[src/hw/pei_pkg.sv]
package pei_pkg;
  // register offsets
  localparam logic [7:0] PEI_ADDR_CTRL     = 8'hEB;
  localparam logic [7:0] PEI_ADDR_CNT_LO   = 8'hEC;
  localparam logic [7:0] PEI_ADDR_CNT_HI   = 8'hED;
  localparam logic [7:0] PEI_ADDR_LEFT_LO  = 8'hEE;
  localparam logic [7:0] PEI_ADDR_LEFT_HI  = 8'hEF;
  localparam logic [7:0] PEI_ADDR_CHMASK0  = 8'hF0;
  localparam logic [7:0] PEI_ADDR_CHMASK1  = 8'hF1;
  localparam logic [7:0] PEI_ADDR_CHMASK2  = 8'hF2;
  // insertion_control fields
  localparam int PEI_CTRL_RATE_LSB = 0;
  localparam int PEI_CTRL_CONST    = 4;
  localparam int PEI_CTRL_LOAD     = 7;
  localparam logic [7:0] PEI_CTRL_WMASK = 8'h9F;
  // reset values
  localparam logic [7:0]  PEI_RST_BYTE   = 8'h00;
  localparam logic [9:0]  PEI_RST_COUNT  = 10'h000;
  localparam logic [23:0] PEI_RST_CHMASK = 24'hFFFFFF;
  // framing
  localparam int PEI_CH_BITS    = 8;
  localparam int PEI_CHANNELS   = 24;
  localparam int PEI_RATE_SHIFT = 3;
  localparam int PEI_IVL_W      = 18;
  localparam int PEI_FIFO_DEPTH = 16;
endpackage

[src/hw/pei_top.sv]
// Function
// - only payload bits on transmit are corrupted, frame-wide or per channel
// - any subset of timeslots, including all, may be chosen
// - the last bit of each counted interval is inverted
// - framing bits are not counted and never inverted
// - a new rate takes effect only at a frame boundary
// - rate code 0 off, 1 is 1 in 16, each step doubles
// - rate code zero produces no errors even in constant mode
// - constant mode with nonzero rate ignores count, inserts forever
// - counted mode inserts exactly the programmed number then stops
// - count loads two cycles after the load bit rises zero to one
// - requested count is 10 bits over low and high registers
// - remaining count readable anytime over two registers, zero when done
`timescale 1ns/100ps
module pei_top
  import pei_pkg::*;
#(
  parameter int FIFO_DEPTH = PEI_FIFO_DEPTH
) (
  input  wire logic       clk_sys,
  input  wire logic       resetn,
  input  wire logic       ce,
  input  wire logic [7:0] reg_addr,
  input  wire logic [7:0] reg_wdata,
  input  wire logic       reg_wr,
  input  wire logic       reg_rd,
  output logic      [7:0] reg_rdata,
  input  wire logic       tx_valid,
  output logic            tx_ready,
  input  wire logic       tx_data,
  input  wire logic       tx_fbit,
  output logic            out_valid,
  input  wire logic       out_ready,
  output logic            out_data,
  output logic            out_fbit
);
  initial begin
    if (FIFO_DEPTH < 2) $error("fifo depth too small");
  end

  logic [7:0]  ctrl_r;
  logic [7:0]  cnt_lo_r;
  logic [1:0]  cnt_hi_r;
  logic [23:0] chmask_r;
  logic [7:0]  rdata_r;
  logic        load_prev_r;
  logic        load_pend_r;
  logic [9:0]  left_r;
  logic [9:0]  left_nxt;
  logic [3:0]  rate_act_r;
  logic        const_act_r;
  logic [2:0]  bit_idx_r;
  logic [4:0]  chan_r;

  // register decode
  wire wr_ctrl  = ce && reg_wr && (reg_addr == PEI_ADDR_CTRL);
  wire wr_lo    = ce && reg_wr && (reg_addr == PEI_ADDR_CNT_LO);
  wire wr_hi    = ce && reg_wr && (reg_addr == PEI_ADDR_CNT_HI);
  wire wr_m0    = ce && reg_wr && (reg_addr == PEI_ADDR_CHMASK0);
  wire wr_m1    = ce && reg_wr && (reg_addr == PEI_ADDR_CHMASK1);
  wire wr_m2    = ce && reg_wr && (reg_addr == PEI_ADDR_CHMASK2);
  wire load_bit = ctrl_r[PEI_CTRL_LOAD];
  wire load_rise = load_bit && !load_prev_r;

  logic [7:0] rd_mux;
  always_comb begin
    unique case (reg_addr)
      PEI_ADDR_CTRL:    rd_mux = ctrl_r;
      PEI_ADDR_CNT_LO:  rd_mux = cnt_lo_r;
      PEI_ADDR_CNT_HI:  rd_mux = {6'h00, cnt_hi_r};
      PEI_ADDR_LEFT_LO: rd_mux = left_r[7:0];
      PEI_ADDR_LEFT_HI: rd_mux = {6'h00, left_r[9:8]};
      PEI_ADDR_CHMASK0: rd_mux = chmask_r[7:0];
      PEI_ADDR_CHMASK1: rd_mux = chmask_r[15:8];
      PEI_ADDR_CHMASK2: rd_mux = chmask_r[23:16];
      default:          rd_mux = 8'h00;
    endcase
  end
  assign reg_rdata = rdata_r;

  always_ff @(posedge clk_sys or negedge resetn) begin
    if (!resetn) begin
      rdata_r <= PEI_RST_BYTE;
    end else if (ce) begin
      rdata_r <= reg_rd ? rd_mux : 8'h00;
    end
  end

  // host registers, zero after reset except the channel mask, which resets to all ones
  always_ff @(posedge clk_sys or negedge resetn) begin
    if (!resetn) begin
      ctrl_r   <= PEI_RST_BYTE;
      cnt_lo_r <= PEI_RST_BYTE;
      cnt_hi_r <= 2'h0;
      chmask_r <= PEI_RST_CHMASK;
    end else begin
      // bits 5 and 6 are kept at zero whatever the host writes
      if (wr_ctrl) ctrl_r   <= reg_wdata & PEI_CTRL_WMASK;
      if (wr_lo)   cnt_lo_r <= reg_wdata;
      if (wr_hi)   cnt_hi_r <= reg_wdata[1:0];
      if (wr_m0)   chmask_r[7:0]   <= reg_wdata;
      if (wr_m1)   chmask_r[15:8]  <= reg_wdata;
      if (wr_m2)   chmask_r[23:16] <= reg_wdata;
    end
  end

  // input side goes through the fifo
  logic fifo_valid;
  logic fifo_ready;
  logic fifo_data;
  logic fifo_fbit;
  pei_fifo #(
    .WIDTH (2),
    .DEPTH (FIFO_DEPTH)
  ) u_fifo (
    .clk_sys   (clk_sys),
    .resetn    (resetn),
    .ce        (ce),
    .in_valid  (tx_valid),
    .in_ready  (tx_ready),
    .in_data   ({tx_fbit, tx_data}),
    .out_valid (fifo_valid),
    .out_ready (fifo_ready),
    .out_data  ({fifo_fbit, fifo_data})
  );

  // output stage register, stalls fifo when held
  logic out_valid_r;
  logic out_data_r;
  logic out_fbit_r;
  wire  stage_free = !out_valid_r || out_ready;
  assign fifo_ready = stage_free;
  wire  bit_move   = ce && fifo_valid && stage_free;
  assign out_valid = out_valid_r;
  assign out_data  = out_data_r;
  assign out_fbit  = out_fbit_r;

  // frame position: fbit starts a frame, 8 bits per channel
  wire chan_sel   = chmask_r[chan_r];
  wire payload    = !fifo_fbit;
  wire active     = (const_act_r || (left_r != 10'h000)) && (rate_act_r != 4'h0);
  wire count_en   = bit_move && payload && chan_sel && active;
  logic last_bit;

  pei_interval u_ivl (
    .clk_sys   (clk_sys),
    .resetn    (resetn),
    .ce        (ce),
    .rate_code (rate_act_r),
    .count_en  (count_en),
    .last_bit  (last_bit)
  );

  wire do_err = last_bit;

  always_ff @(posedge clk_sys or negedge resetn) begin
    if (!resetn) begin
      bit_idx_r <= 3'h0;
      chan_r    <= 5'h00;
    end else if (bit_move) begin
      if (fifo_fbit) begin
        bit_idx_r <= 3'h0;
        chan_r    <= 5'h00;
      end else begin
        bit_idx_r <= bit_idx_r + 3'h1;
        if (bit_idx_r == 3'h7 && chan_r != 5'(PEI_CHANNELS - 1)) begin
          chan_r <= chan_r + 5'h01;
        end
      end
    end
  end

  always_ff @(posedge clk_sys or negedge resetn) begin
    if (!resetn) begin
      out_valid_r <= 1'b0;
      out_data_r  <= 1'b0;
      out_fbit_r  <= 1'b0;
    end else if (ce && stage_free) begin
      out_valid_r <= fifo_valid;
      out_data_r  <= fifo_data ^ do_err;
      out_fbit_r  <= fifo_fbit;
    end
  end

  // rate and mode latched only on the framing bit
  always_ff @(posedge clk_sys or negedge resetn) begin
    if (!resetn) begin
      rate_act_r  <= 4'h0;
      const_act_r <= 1'b0;
    end else if (bit_move && fifo_fbit) begin
      rate_act_r  <= ctrl_r[PEI_CTRL_RATE_LSB +: 4];
      const_act_r <= ctrl_r[PEI_CTRL_CONST];
    end
  end

  // remaining count; load wins over a same-cycle decrement
  always_comb begin
    left_nxt = left_r;
    if (do_err && !const_act_r && left_r != 10'h000) begin
      left_nxt = left_r - 10'h001;
    end
    if (load_pend_r) begin
      left_nxt = {cnt_hi_r, cnt_lo_r};
    end
  end

  always_ff @(posedge clk_sys or negedge resetn) begin
    if (!resetn) begin
      load_prev_r <= 1'b0;
      load_pend_r <= 1'b0;
      left_r      <= PEI_RST_COUNT;
    end else if (ce) begin
      load_prev_r <= load_bit;
      load_pend_r <= load_rise;
      left_r      <= left_nxt;
    end
  end
endmodule

[src/hw/pei_fifo.sv]
`timescale 1ns/100ps
module pei_fifo
  import pei_pkg::*;
#(
  parameter int WIDTH = 2,
  parameter int DEPTH = PEI_FIFO_DEPTH
) (
  input  wire logic             clk_sys,
  input  wire logic             resetn,
  input  wire logic             ce,
  input  wire logic             in_valid,
  output logic                  in_ready,
  input  wire logic [WIDTH-1:0] in_data,
  output logic                  out_valid,
  input  wire logic             out_ready,
  output logic      [WIDTH-1:0] out_data
);
  localparam int AW = $clog2(DEPTH);
  initial begin
    if (DEPTH < 2 || (1 << AW) != DEPTH) $error("depth must be a power of two");
  end
  logic [WIDTH-1:0] mem [DEPTH];
  logic [AW:0]      wr_ptr_r;
  logic [AW:0]      rd_ptr_r;
  wire              full  = (wr_ptr_r[AW] != rd_ptr_r[AW]) &&
                            (wr_ptr_r[AW-1:0] == rd_ptr_r[AW-1:0]);
  wire              empty = (wr_ptr_r == rd_ptr_r);
  wire              push  = ce && in_valid && !full;
  wire              pop   = ce && out_ready && !empty;
  assign in_ready  = !full;
  assign out_valid = !empty;
  assign out_data  = mem[rd_ptr_r[AW-1:0]];
  always_ff @(posedge clk_sys) begin
    if (push) begin
      mem[wr_ptr_r[AW-1:0]] <= in_data;
    end
  end
  always_ff @(posedge clk_sys or negedge resetn) begin
    if (!resetn) begin
      wr_ptr_r <= '0;
      rd_ptr_r <= '0;
    end else begin
      if (push) wr_ptr_r <= wr_ptr_r + 1'b1;
      if (pop)  rd_ptr_r <= rd_ptr_r + 1'b1;
    end
  end
endmodule

[src/hw/pei_interval.sv]
`timescale 1ns/100ps
module pei_interval
  import pei_pkg::*;
(
  input  wire logic       clk_sys,
  input  wire logic       resetn,
  input  wire logic       ce,
  input  wire logic [3:0] rate_code,
  input  wire logic       count_en,
  output logic            last_bit
);
  logic [PEI_IVL_W-1:0] cnt_r;
  logic [PEI_IVL_W-1:0] cnt_cur;
  logic [PEI_IVL_W-1:0] limit;
  logic [3:0]           rate_prev_r;
  // a new rate restarts the interval, so a shorter one never waits for a wrap
  wire                  restart = (rate_code != rate_prev_r);
  assign cnt_cur  = restart ? '0 : cnt_r;
  // code n gives an interval of 2^(n+3) bits
  assign limit    = (rate_code == 4'h0) ? '0 :
                    PEI_IVL_W'((1 << (rate_code + PEI_RATE_SHIFT)) - 1);
  assign last_bit = count_en && (rate_code != 4'h0) && (cnt_cur == limit);
  always_ff @(posedge clk_sys or negedge resetn) begin
    if (!resetn) begin
      cnt_r       <= '0;
      rate_prev_r <= 4'h0;
    end else if (ce) begin
      rate_prev_r <= rate_code;
      if (count_en) begin
        cnt_r <= last_bit ? '0 : cnt_cur + 1'b1;
      end else if (restart) begin
        cnt_r <= '0;
      end
    end
  end
endmodule

[config.mk]
export PLATFORM = sky130hd
export DESIGN_NAME = pei_top
export DESIGN_NICKNAME = d
export VERILOG_FILES = /design/src/hw/pei_pkg.sv /design/src/hw/pei_top.sv /design/src/hw/pei_fifo.sv /design/src/hw/pei_interval.sv
export SDC_FILE = /design/constraint.sdc
export NUM_CORES = 1
export LEC_CHECK = 0
export CAP_MARGIN = 20
export CORE_MARGIN = 5
export CORE_UTILIZATION = 50
export CTS_CLUSTER_SIZE = 12
export DETAILED_ROUTE_END_ITERATION = 10
export DONT_BUFFER_PORTS = 1
export PLACE_DENSITY_LB_ADDON = 0.1
export SYNTH_ARGS = -nofsm -noshare
export SYNTH_HDL_FRONTEND = slang
export SYNTH_SLANG_ARGS = --single-unit
[constraint.sdc]
create_clock -name clk_sys -period 5.25 [get_ports clk_sys]
set_clock_uncertainty 0.1 [all_clocks]
set_input_delay 1.575 -clock clk_sys [delete_from_list [all_inputs] [get_ports clk_sys]]
set_output_delay 1.575 -clock clk_sys [all_outputs]
set_load 0.01 [all_outputs]
Word-level counts from Yosys, hierarchy flattened
Memory sizes are Yosys's and may differ from the RTL's.
Index checks and enable logic that the tools add are counted.
Operators by class
  equality and inequality tests: 15
  $add $sub $neg: 8
  reduce and logical (&&, ||, !) cells: 40
  $lt $le $gt $ge: 1
  muxes and demuxes: 15
  bitwise gates (word level): 1
  shift operators: 1
Operator list (count)
  2-to-1 mux 18 bit: 4
  == test 8 bit, second input constant: 8
  case mux 8 bit (8 select lines): 1
  left shift 1 x 32 -> 18 bit, first input constant: 1
  logical AND 1 bit: 25
  2-to-1 mux 10 bit: 2
  adder 18 x 1 -> 18 bit, second input constant: 1
  == test 18 bit: 1
  subtractor 18 x 2 -> 18 bit, second input constant: 1
  adder 5 x 1 -> 5 bit, second input constant: 3
  2-to-1 mux 5 bit: 2
  nonzero test 10 bit: 1
  subtractor 10 x 1 -> 10 bit, second input constant: 1
  2-to-1 mux 8 bit: 1
  logical NOT 1 bit: 6
  less-than comparator 5 x 6 -> 1 bit, second input constant: 1
  adder 4 x 2 -> 5 bit, second input constant: 1
  binary-select mux 1 bit (select 5 bit): 1
  == test 5 bit: 1
  inequality test 5 bit, second input constant: 1
  == test 4 bit: 1
  logical NOT 4 bit: 1
  inequality test 4 bit: 1
  AND reduction 2 bit: 2
  other kinds (9): 13
Storage, ports and cells
  bits of input ports: 25
  word-level logic and storage cells: 103
  memory bits (writable): 32
  bits in registers: 108
  memories kept: 1
  output and inout port bits: 12
Memories
  u_fifo.mem: words 16, bits a word 2, rd ports 1, clocked after Yosys merged registers in 0, wr ports 1, RTL line pei_fifo.sv:22  | logic [WIDTH-1:0] mem [DEPTH];

Depth between registers and ports, before layout
Gate-level depths: netlist of the first run.
  depth after elaboration: 13
  depth in mapped cells: 15
  depth with buffers taken out: 10

Cells and area by module
Synthesis of the first run repeated with hierarchy kept, for this count alone.
Unflattened totals
  cells, all modules: 779
  area total of the unflattened synthesis: 8246.7 um^2
By module, submodules not included
  pei_top: times used 1, cells each 362, area an instance 4045.1 um^2, seq. area each 1931.9 um^2
  pei_interval: times used 1, cells each 281, area an instance 2157.1 um^2, seq. area each 550.5 um^2
  pei_fifo: times used 1, cells each 136, area an instance 2044.5 um^2, seq. area each 1211.2 um^2

Least setup slack after synthesis of the first run
Ideal clock, no wire load.
  kind: input-to-reg
  from: in ce
  to: reg left_r[8]
  buffers on the path: 2
  setup slack: 1483 ps
  setup time: 130 ps
  arrival time: 3536 ps
  cell stages on the path: 9
  data required time: 5020 ps
  cell sequence: o21ai_0 > a21o_1 > clkbuf_1 > nor4_2 > o21ai_2 > or4_4 > buf_6 > o41ai_2 > nor3_1
On the way
  cells in the longest elaborated chain, start to end: 11
Ends and longest elaborated chain
  start, declared: RTL line pei_top.sv:22  | input wire logic ce,
  logical AND 1 bit (2 in series): RTL line pei_top.sv:133  | wire bit_move = ce && fifo_valid && stage_free;
  logical AND 1 bit (3 in series): RTL line pei_top.sv:142  | wire count_en = bit_move && payload && chan_sel && active;
  logical AND 1 bit (2 in series): RTL line pei_interval.sv:22  | assign last_bit = count_en && (rate_code != 4'h0) && (cnt_cur == limit);
  logical AND 1 bit (2 in series): RTL line pei_top.sv:199  | if (do_err && !const_act_r && left_r != 10'h000) begin
  nonzero test 2 bit (no source line)
  AND reduction 2 bit (no source line) *
  end signal, assigned: RTL line pei_top.sv:215  | left_r <= left_nxt;
  end, declared: RTL line pei_top.sv:48  | logic [9:0] left_r;
Mark *: on every way between the ends. The rest lies on a longest branch, timed or not.
A chain may end at the register's enable or synchronous reset.

Final worst setup path of the first run
  from: reg rate_act_r[3]
  to: reg left_r[6]
On the way
  cells in the longest elaborated chain, start to end: 10
  elaborated cells between the ends (all ways): 17
  those cells by class: add/sub (2); eq/ne (2); shift (1); mux (2); reduce/logical (10)
Ends and longest elaborated chain
  start, declared: RTL line pei_top.sv:50  | logic [3:0] rate_act_r;
  start signal, assigned: RTL line pei_top.sv:191  | rate_act_r <= ctrl_r[PEI_CTRL_RATE_LSB +: 4];
  adder 4 x 2 -> 5 bit: RTL line pei_interval.sv:21  | PEI_IVL_W'((1 << (rate_code + PEI_RATE_SHIFT)) - 1);
  left shift 1 x 32 -> 18 bit: RTL line pei_interval.sv:21
  subtractor 18 x 2 -> 18 bit: RTL line pei_interval.sv:21
  2-to-1 mux 18 bit: RTL line pei_interval.sv:20  | assign limit = (rate_code == 4'h0) ? '0 :
  == test 18 bit: RTL line pei_interval.sv:22
  logical AND 1 bit *: RTL line pei_interval.sv:22
  logical AND 1 bit * (2 in series): RTL line pei_top.sv:199
  nonzero test 2 bit (no source line) *
  AND reduction 2 bit (no source line) *
Marks and branches as above.

==> results of run 1 <==
-- cells in the final DEF (no fill, tap or decap), types with 19 or more instances in the layout --
cell       n
nor2_1    49
edfxtp_1  32
dfrtp_1   84
a21oi_1   21
mux2_2    58
nand2_1   70
nand4_1   19
inv_1     22
mux2i_1   23
dfstp_2   24
o21ai_0   29
-- state kept, by name (all words and copies together) (netlist names), 3 cells and up --
signal             count
u_fifo.mem            32
chmask_r              24
u_ivl.cnt_r           18
left_r                10
cnt_lo_r               8
reg_rdata              8
ctrl_r                 6
chan_r                 5
u_fifo.rd_ptr_r        5
u_fifo.wr_ptr_r        5
rate_act_r             4
u_ivl.rate_prev_r      4
bit_idx_r              3
-- where the power goes --
part           internal, mW  leakage [nW]  switching [mW]
Clock                 0.662         0.271           0.503
Combinational         0.401          1.43           0.508
Sequential             1.24          1.61           0.220
-- area by class of cell --
class	instances	area share
Clock inverter	14	0.01543
Sequential cell	140	0.4298
Clock buffer	18	0.04993
Multi-Input combinational cell	527	0.4574
Inverter	22	0.009608
Timing Repair Buffer	7	0.006406
Tap cell	216	0.03145
-- final timing paths --
kind | startpoint | endpoint | slack (ns)
worst max-delay path | rate_act_r[3]$_DFFE_PN0P_ | left_r[6]$_DFFE_PN0P_ | 1.15
worst min-delay path | load_prev_r$_DFFE_PN0P_ | load_pend_r$_DFFE_PN0P_ | 0.35
worst max register to register | rate_act_r[3]$_DFFE_PN0P_ | left_r[6]$_DFFE_PN0P_ | 1.15
worst min register to register | load_prev_r$_DFFE_PN0P_ | load_pend_r$_DFFE_PN0P_ | 0.35
max in group asynchronous | resetn | chmask_r[7]$_DFFE_PN1P_ | 4.01
min in group asynchronous | resetn | u_ivl.cnt_r[12]$_DFFE_PN0P_ | 0.74
-- layer usage --
| metal | vias up | share of wire |
|---|---|---|
| met4 | 2 | 0.011 |
| li1 | 2740 | - |
| met3 | 24 | 0.052 |
| met2 | 174 | 0.46 |
| met5 | - | 0.00068 |
| met1 | 2959 | 0.47 |
-- worst max-delay path, delay by kind of cell, from the launching register on --
kind	cells	cell delay (ns)
xor gates and xnor gates	1	0.21
AOI/OAI and AO/OA	3	0.59
DFF	1	0.87
and+or+nand+nor	4	1.94
buffers and inverters	1	0.24
-- metrics by stage --
stage	instances	instance area, µm²	hold slack, ns
global placement	909	8008	0.3445
detailed placement	909	8008	0.3460
finish	944	8594	0.3522
floorplan	742	7938	0.3342
CTS	941	8569	0.3548
global route	944	8594	0.4079
-- cell families after synthesis --
family / after synthesis / share of synthesized area
and+or+nand+nor: 247 / 0.1642
other: 1 / 0.0004727
DFF: 140 / 0.4655
adders and majority gates: 11 / 0.01735
muxes: 95 / 0.1511
buffers and inverters: 75 / 0.03943
xor gates and xnor gates: 24 / 0.02649
AOI/OAI and AO/OA: 148 / 0.1355
==> out/results.ini, run 1 <==
[status]
outcome = completed

[route]
avgRoutedWirePerCell_um = 20.10
drt-total-wl_um = 18980
drc = 0
vias = 5899
drt_iter0_drc = 551
antenna_left = 0
avgViaCountPerCell = 6.249
dr.pass1.iters = 6

[floorplanning]
die_x_um = 136.0
initial_core_util = 0.5049
core_region_area_mm2 = 0.01571
die_h_um = 136.0
dieArea_mm2 = 0.01849
io_pins = 37
num_rows = 46

[setup_path]
setup.worst_path.class = register to register
worstSetupStartpointType = register
required_ns = 5.43
worst_ep_arrival_time_ns = 4.28
max_stage_delay_ns = 0.87
critical_path.slowest_cell = dfrtp_1
worstPathCellList = xnor2_1 > and4_1 > buf_8 > o2111ai_1 > a221oi_1 > nand4_1 > or4_4 > nor4_1 > o32ai_1
worst-path-max-fanout = 27
endpoint_kind = register
r2r_cells = 9

[clock_tree]
cts_buffers = 17
cts_root_buf = clkbuf_16
clkTransAtPathRegs_ns = 0.06
htreeDepth = 4
hold_buffers = 0
clock_latency_ns = 0.42
numClockSinks = 140
cts_tree = done
cts_buffer_depth = 2
cts_resized = 0
cts_setup_buffers = 0

[place]
portBuffers = 0
place.gp.congestion = 0.8994
dpl_worst_slack_ns = 0.8189
hpwl_um = 13060

[hold_path]
min_delay_path_depth = 1
hp-class = register to register

[synth]
synth_seq_cells = 140
synthCells = 741
ys_seq_area_frac = 0.4655
synth_edf_count = 32
yosysTopAreaCell = dfrtp_1
synth_area_mm2 = 0.007934
ys_types = 78
synth_ff_type = dfrtp_1
async_flop_share = 0.7714
yosysMostFrequentCell = dfrtp_1
netlist_top_cells_area = dfrtp_1, edfxtp_1, mux2_2, dfstp_2, mux4_2
avgSynthCellArea_um2 = 10.71
yosysWarnings = 0
synth_top_area_share = 0.2649
synth_common_cells = dfrtp_1, nand2_1, mux2_2

[global_route]
gr-usage-met1 = 0.3107
use_met3 = 0.05366
grt.busiest_layer = met2
grt_overflow = 0
grt_pass1_vias = 5636
met2_usage = 0.3216
grt_pass1_wl_um = 30770
track_usage = 0.2125
grt_max_degree = 109
antenna_found_initial = 1

[pwr]
p_total_mw = 3.529
p_per_area_mw_per_mm2 = 410.6
peakVddDrop_mv = 0.2797
p_leak_nw = 3.315

[cells_and_area]
fill_cells = 1339
seq_area_mm2 = 0.003694
post-route-util = 0.5470
multiInputGateArea_mm2 = 0.003931
diodes = 0
finish.net_count = 751
area_growth_pct = 8.327
drive_above_1_share = 0.1964

[timing]
finalCritPeriodShare = 0.7810
tightest_slew_ns = 0.8153
fin_setup_tns_ns = 0
final-hold-violation-count = 0
rsz0062_at_grt = no
fmax_ghz = 0.2439
finalSetupViolCount = 0
slew_violations = 0
worst_slack_ns = 1.150
slew_headroom = 0.4565
min_period_ns = 4.100

[flow_run]
maxCapViolCount = 0

Note: power is estimated with default switching activity, not from simulation.
==> run 2: changes to the inputs <==
- clock period: 5.25 -> 4.25 ns (I/O delays scaled with it)
==> out/results.ini, run 2 (synthesis results as in run 1) <==
[timing]
slew_headroom = 0.4850
slew_violations = 0
rsz0062_at_grt = no
fin_setup_tns_ns = 0
whs_ns = 0.3647
final-hold-violation-count = 0
tightest_slew_ns = 0.7710
finalSetupViolCount = 0
finalCritPeriodShare = 0.8895
min_period_ns = 3.780
fmax_ghz = 0.2645

[hold_path]
hold_end = load_pend_r$_DFFE_PN0P_
hp-start = load_prev_r$_DFFE_PN0P_
min_delay_path_depth = 1
hp-class = register to register

[setup_path]
regToRegEndpoint = left_r[6]$_DFFE_PN0P_
critical_path.slowest_cell = or4_4
reg2reg_slack_ns = 0.47
required_ns = 4.44
worstPathCellList = xnor2_1 > and4_1 > o2111ai_1 > a221oi_1 > nand4_1 > or4_4 > nor4_1 > o32ai_1
max_stage_delay_ns = 0.73
path_delay_family = simple AND/OR/NAND/NOR gates
setup.worst_path.class = register to register
worst-path-max-fanout = 20
endpoint_kind = register
r2r_cells = 8
reg2reg_from = rate_act_r[0]$_DFFE_PN0P_
worstSetupStartpointType = register
worst_ep_arrival_time_ns = 3.97
crit_buf_inv = 0

[route]
avgRoutedWirePerCell_um = 20.00
drc = 0
avgViaCountPerCell = 6.214
drt_iter0_drc = 557
dr.pass1.iters = 5
drt-total-wl_um = 19000
antenna_left = 0
vias = 5903

[cells_and_area]
final_cell_mix = dfrtp_1, nand2_1, mux2_2, nor2_1, edfxtp_1
diodes = 0
area_growth_pct = 9.651
finish.net_count = 757
drive_above_1_share = 0.2071
largest_register_ffs = 32
final_common_cell = dfrtp_1

[clock_tree]
cts_buffers = 17
cts_tree = done
cts_resized = 0
cts_root_buf = clkbuf_16
hold_buffers = 0
numClockSinks = 140
cts_buffer_depth = 2
htreeDepth = 4
clkTransAtPathRegs_ns = 0.07
clock_latency_ns = 0.44
cts_setup_buffers = 0

[floorplanning]
initial_core_util = 0.5049
die_h_um = 136.0
die_x_um = 136.0
core_region_area_mm2 = 0.01571
dieArea_mm2 = 0.01849
num_rows = 46
io_pins = 37

[flow_run]
maxCapViolCount = 0

[place]
hpwl_um = 12980
portBuffers = 0
place.gp.congestion = 0.8789

[global_route]
antenna_found_initial = 0
grt_max_degree = 109
grt_pass1_vias = 5671
grt_pass1_wl_um = 31080
grt_overflow = 0
track_usage = 0.2152

[pwr]
intPower_mw = 2.932
peakVddDrop_mv = 0.3100
clockPowerShare = 0.348
p_per_area_mw_per_mm2 = 518.3
p_seq_frac = 0.392
pwr-share-comb = 0.260
switching_share = 0.3498
p_switching_mw = 1.577
p_leak_nw = 3.370

[status]
outcome = completed

[run 2: cell type report]
| class | count | area [µm²] |
|---|---|---|
| Inverter | 22 | 82.58 |
| Multi-Input combinational cell | 527 | 3931 |
| Clock buffer | 17 | 425.4 |
| Fill cell | 1343 | 7013 |
| Timing Repair Buffer | 13 | 97.59 |
| Sequential cell | 140 | 3694 |
| Tap cell | 216 | 270.3 |
| Clock inverter | 15 | 198.9 |
[run 2: how the worst max path moves through the flow]
stage	start	to	slack, ns	cells past startpoint
floorplan	ce	left_r[8]$_DFFE_PN0P_	0.78	9
global placement	ce	left_r[8]$_DFFE_PN0P_	0.69	9
detailed placement	rate_act_r[0]$_DFFE_PN0P_	left_r[6]$_DFFE_PN0P_	0.58	9
CTS	rate_act_r[0]$_DFFE_PN0P_	left_r[6]$_DFFE_PN0P_	0.56	8
global route	rate_act_r[0]$_DFFE_PN0P_	left_r[6]$_DFFE_PN0P_	0.32	8
finish	rate_act_r[0]$_DFFE_PN0P_	left_r[6]$_DFFE_PN0P_	0.47	8
[run 2: metrics by stage]
step / utilization / std cells / instance area [µm²] / setup slack (ns) / total power [mW]
CTS: 0.5537 / 950 / 8700 / 0.5608 / 4.528
finish: 0.5537 / 950 / 8700 / 0.4697 / 4.509
detailed placement: 0.5139 / 918 / 8075 / 0.5802 / 2.948
global route: 0.5537 / 950 / 8700 / 0.3237 / 4.763
global placement: 0.5139 / 918 / 8075 / 0.6873 / 2.928
floorplan: - / 742 / 7938 / 0.7835 / 2.680
[run 2: worst register-to-register path, cell delays in order, from the launching register on]
cell,delay (ns)
dfrtp_1,0.52
xnor2_1,0.25
and4_1,0.64
o2111ai_1,0.22
a221oi_1,0.39
nand4_1,0.34
or4_4,0.73
nor4_1,0.33
o32ai_1,0.12
[run 2: power groups by stage]
stage	registers (mW)	clock network, mW	logic, mW
after floorplan	1.65	0	1.03
final	1.77	1.57	1.17
after CTS	1.77	1.60	1.16
after detailed placement	1.79	0	1.16
after global routing	1.80	1.66	1.31
after global placement	1.79	0	1.14
[run 2: metal layers]
layer / global-route usage / up-vias / part of all wire
met5: 0 / - / 0
met4: 0.06327 / 0 / 0.014
met3: 0.05033 / 22 / 0.057
met2: 0.3180 / 196 / 0.46
met1: 0.3168 / 2933 / 0.47
li1: - / 2752 / -
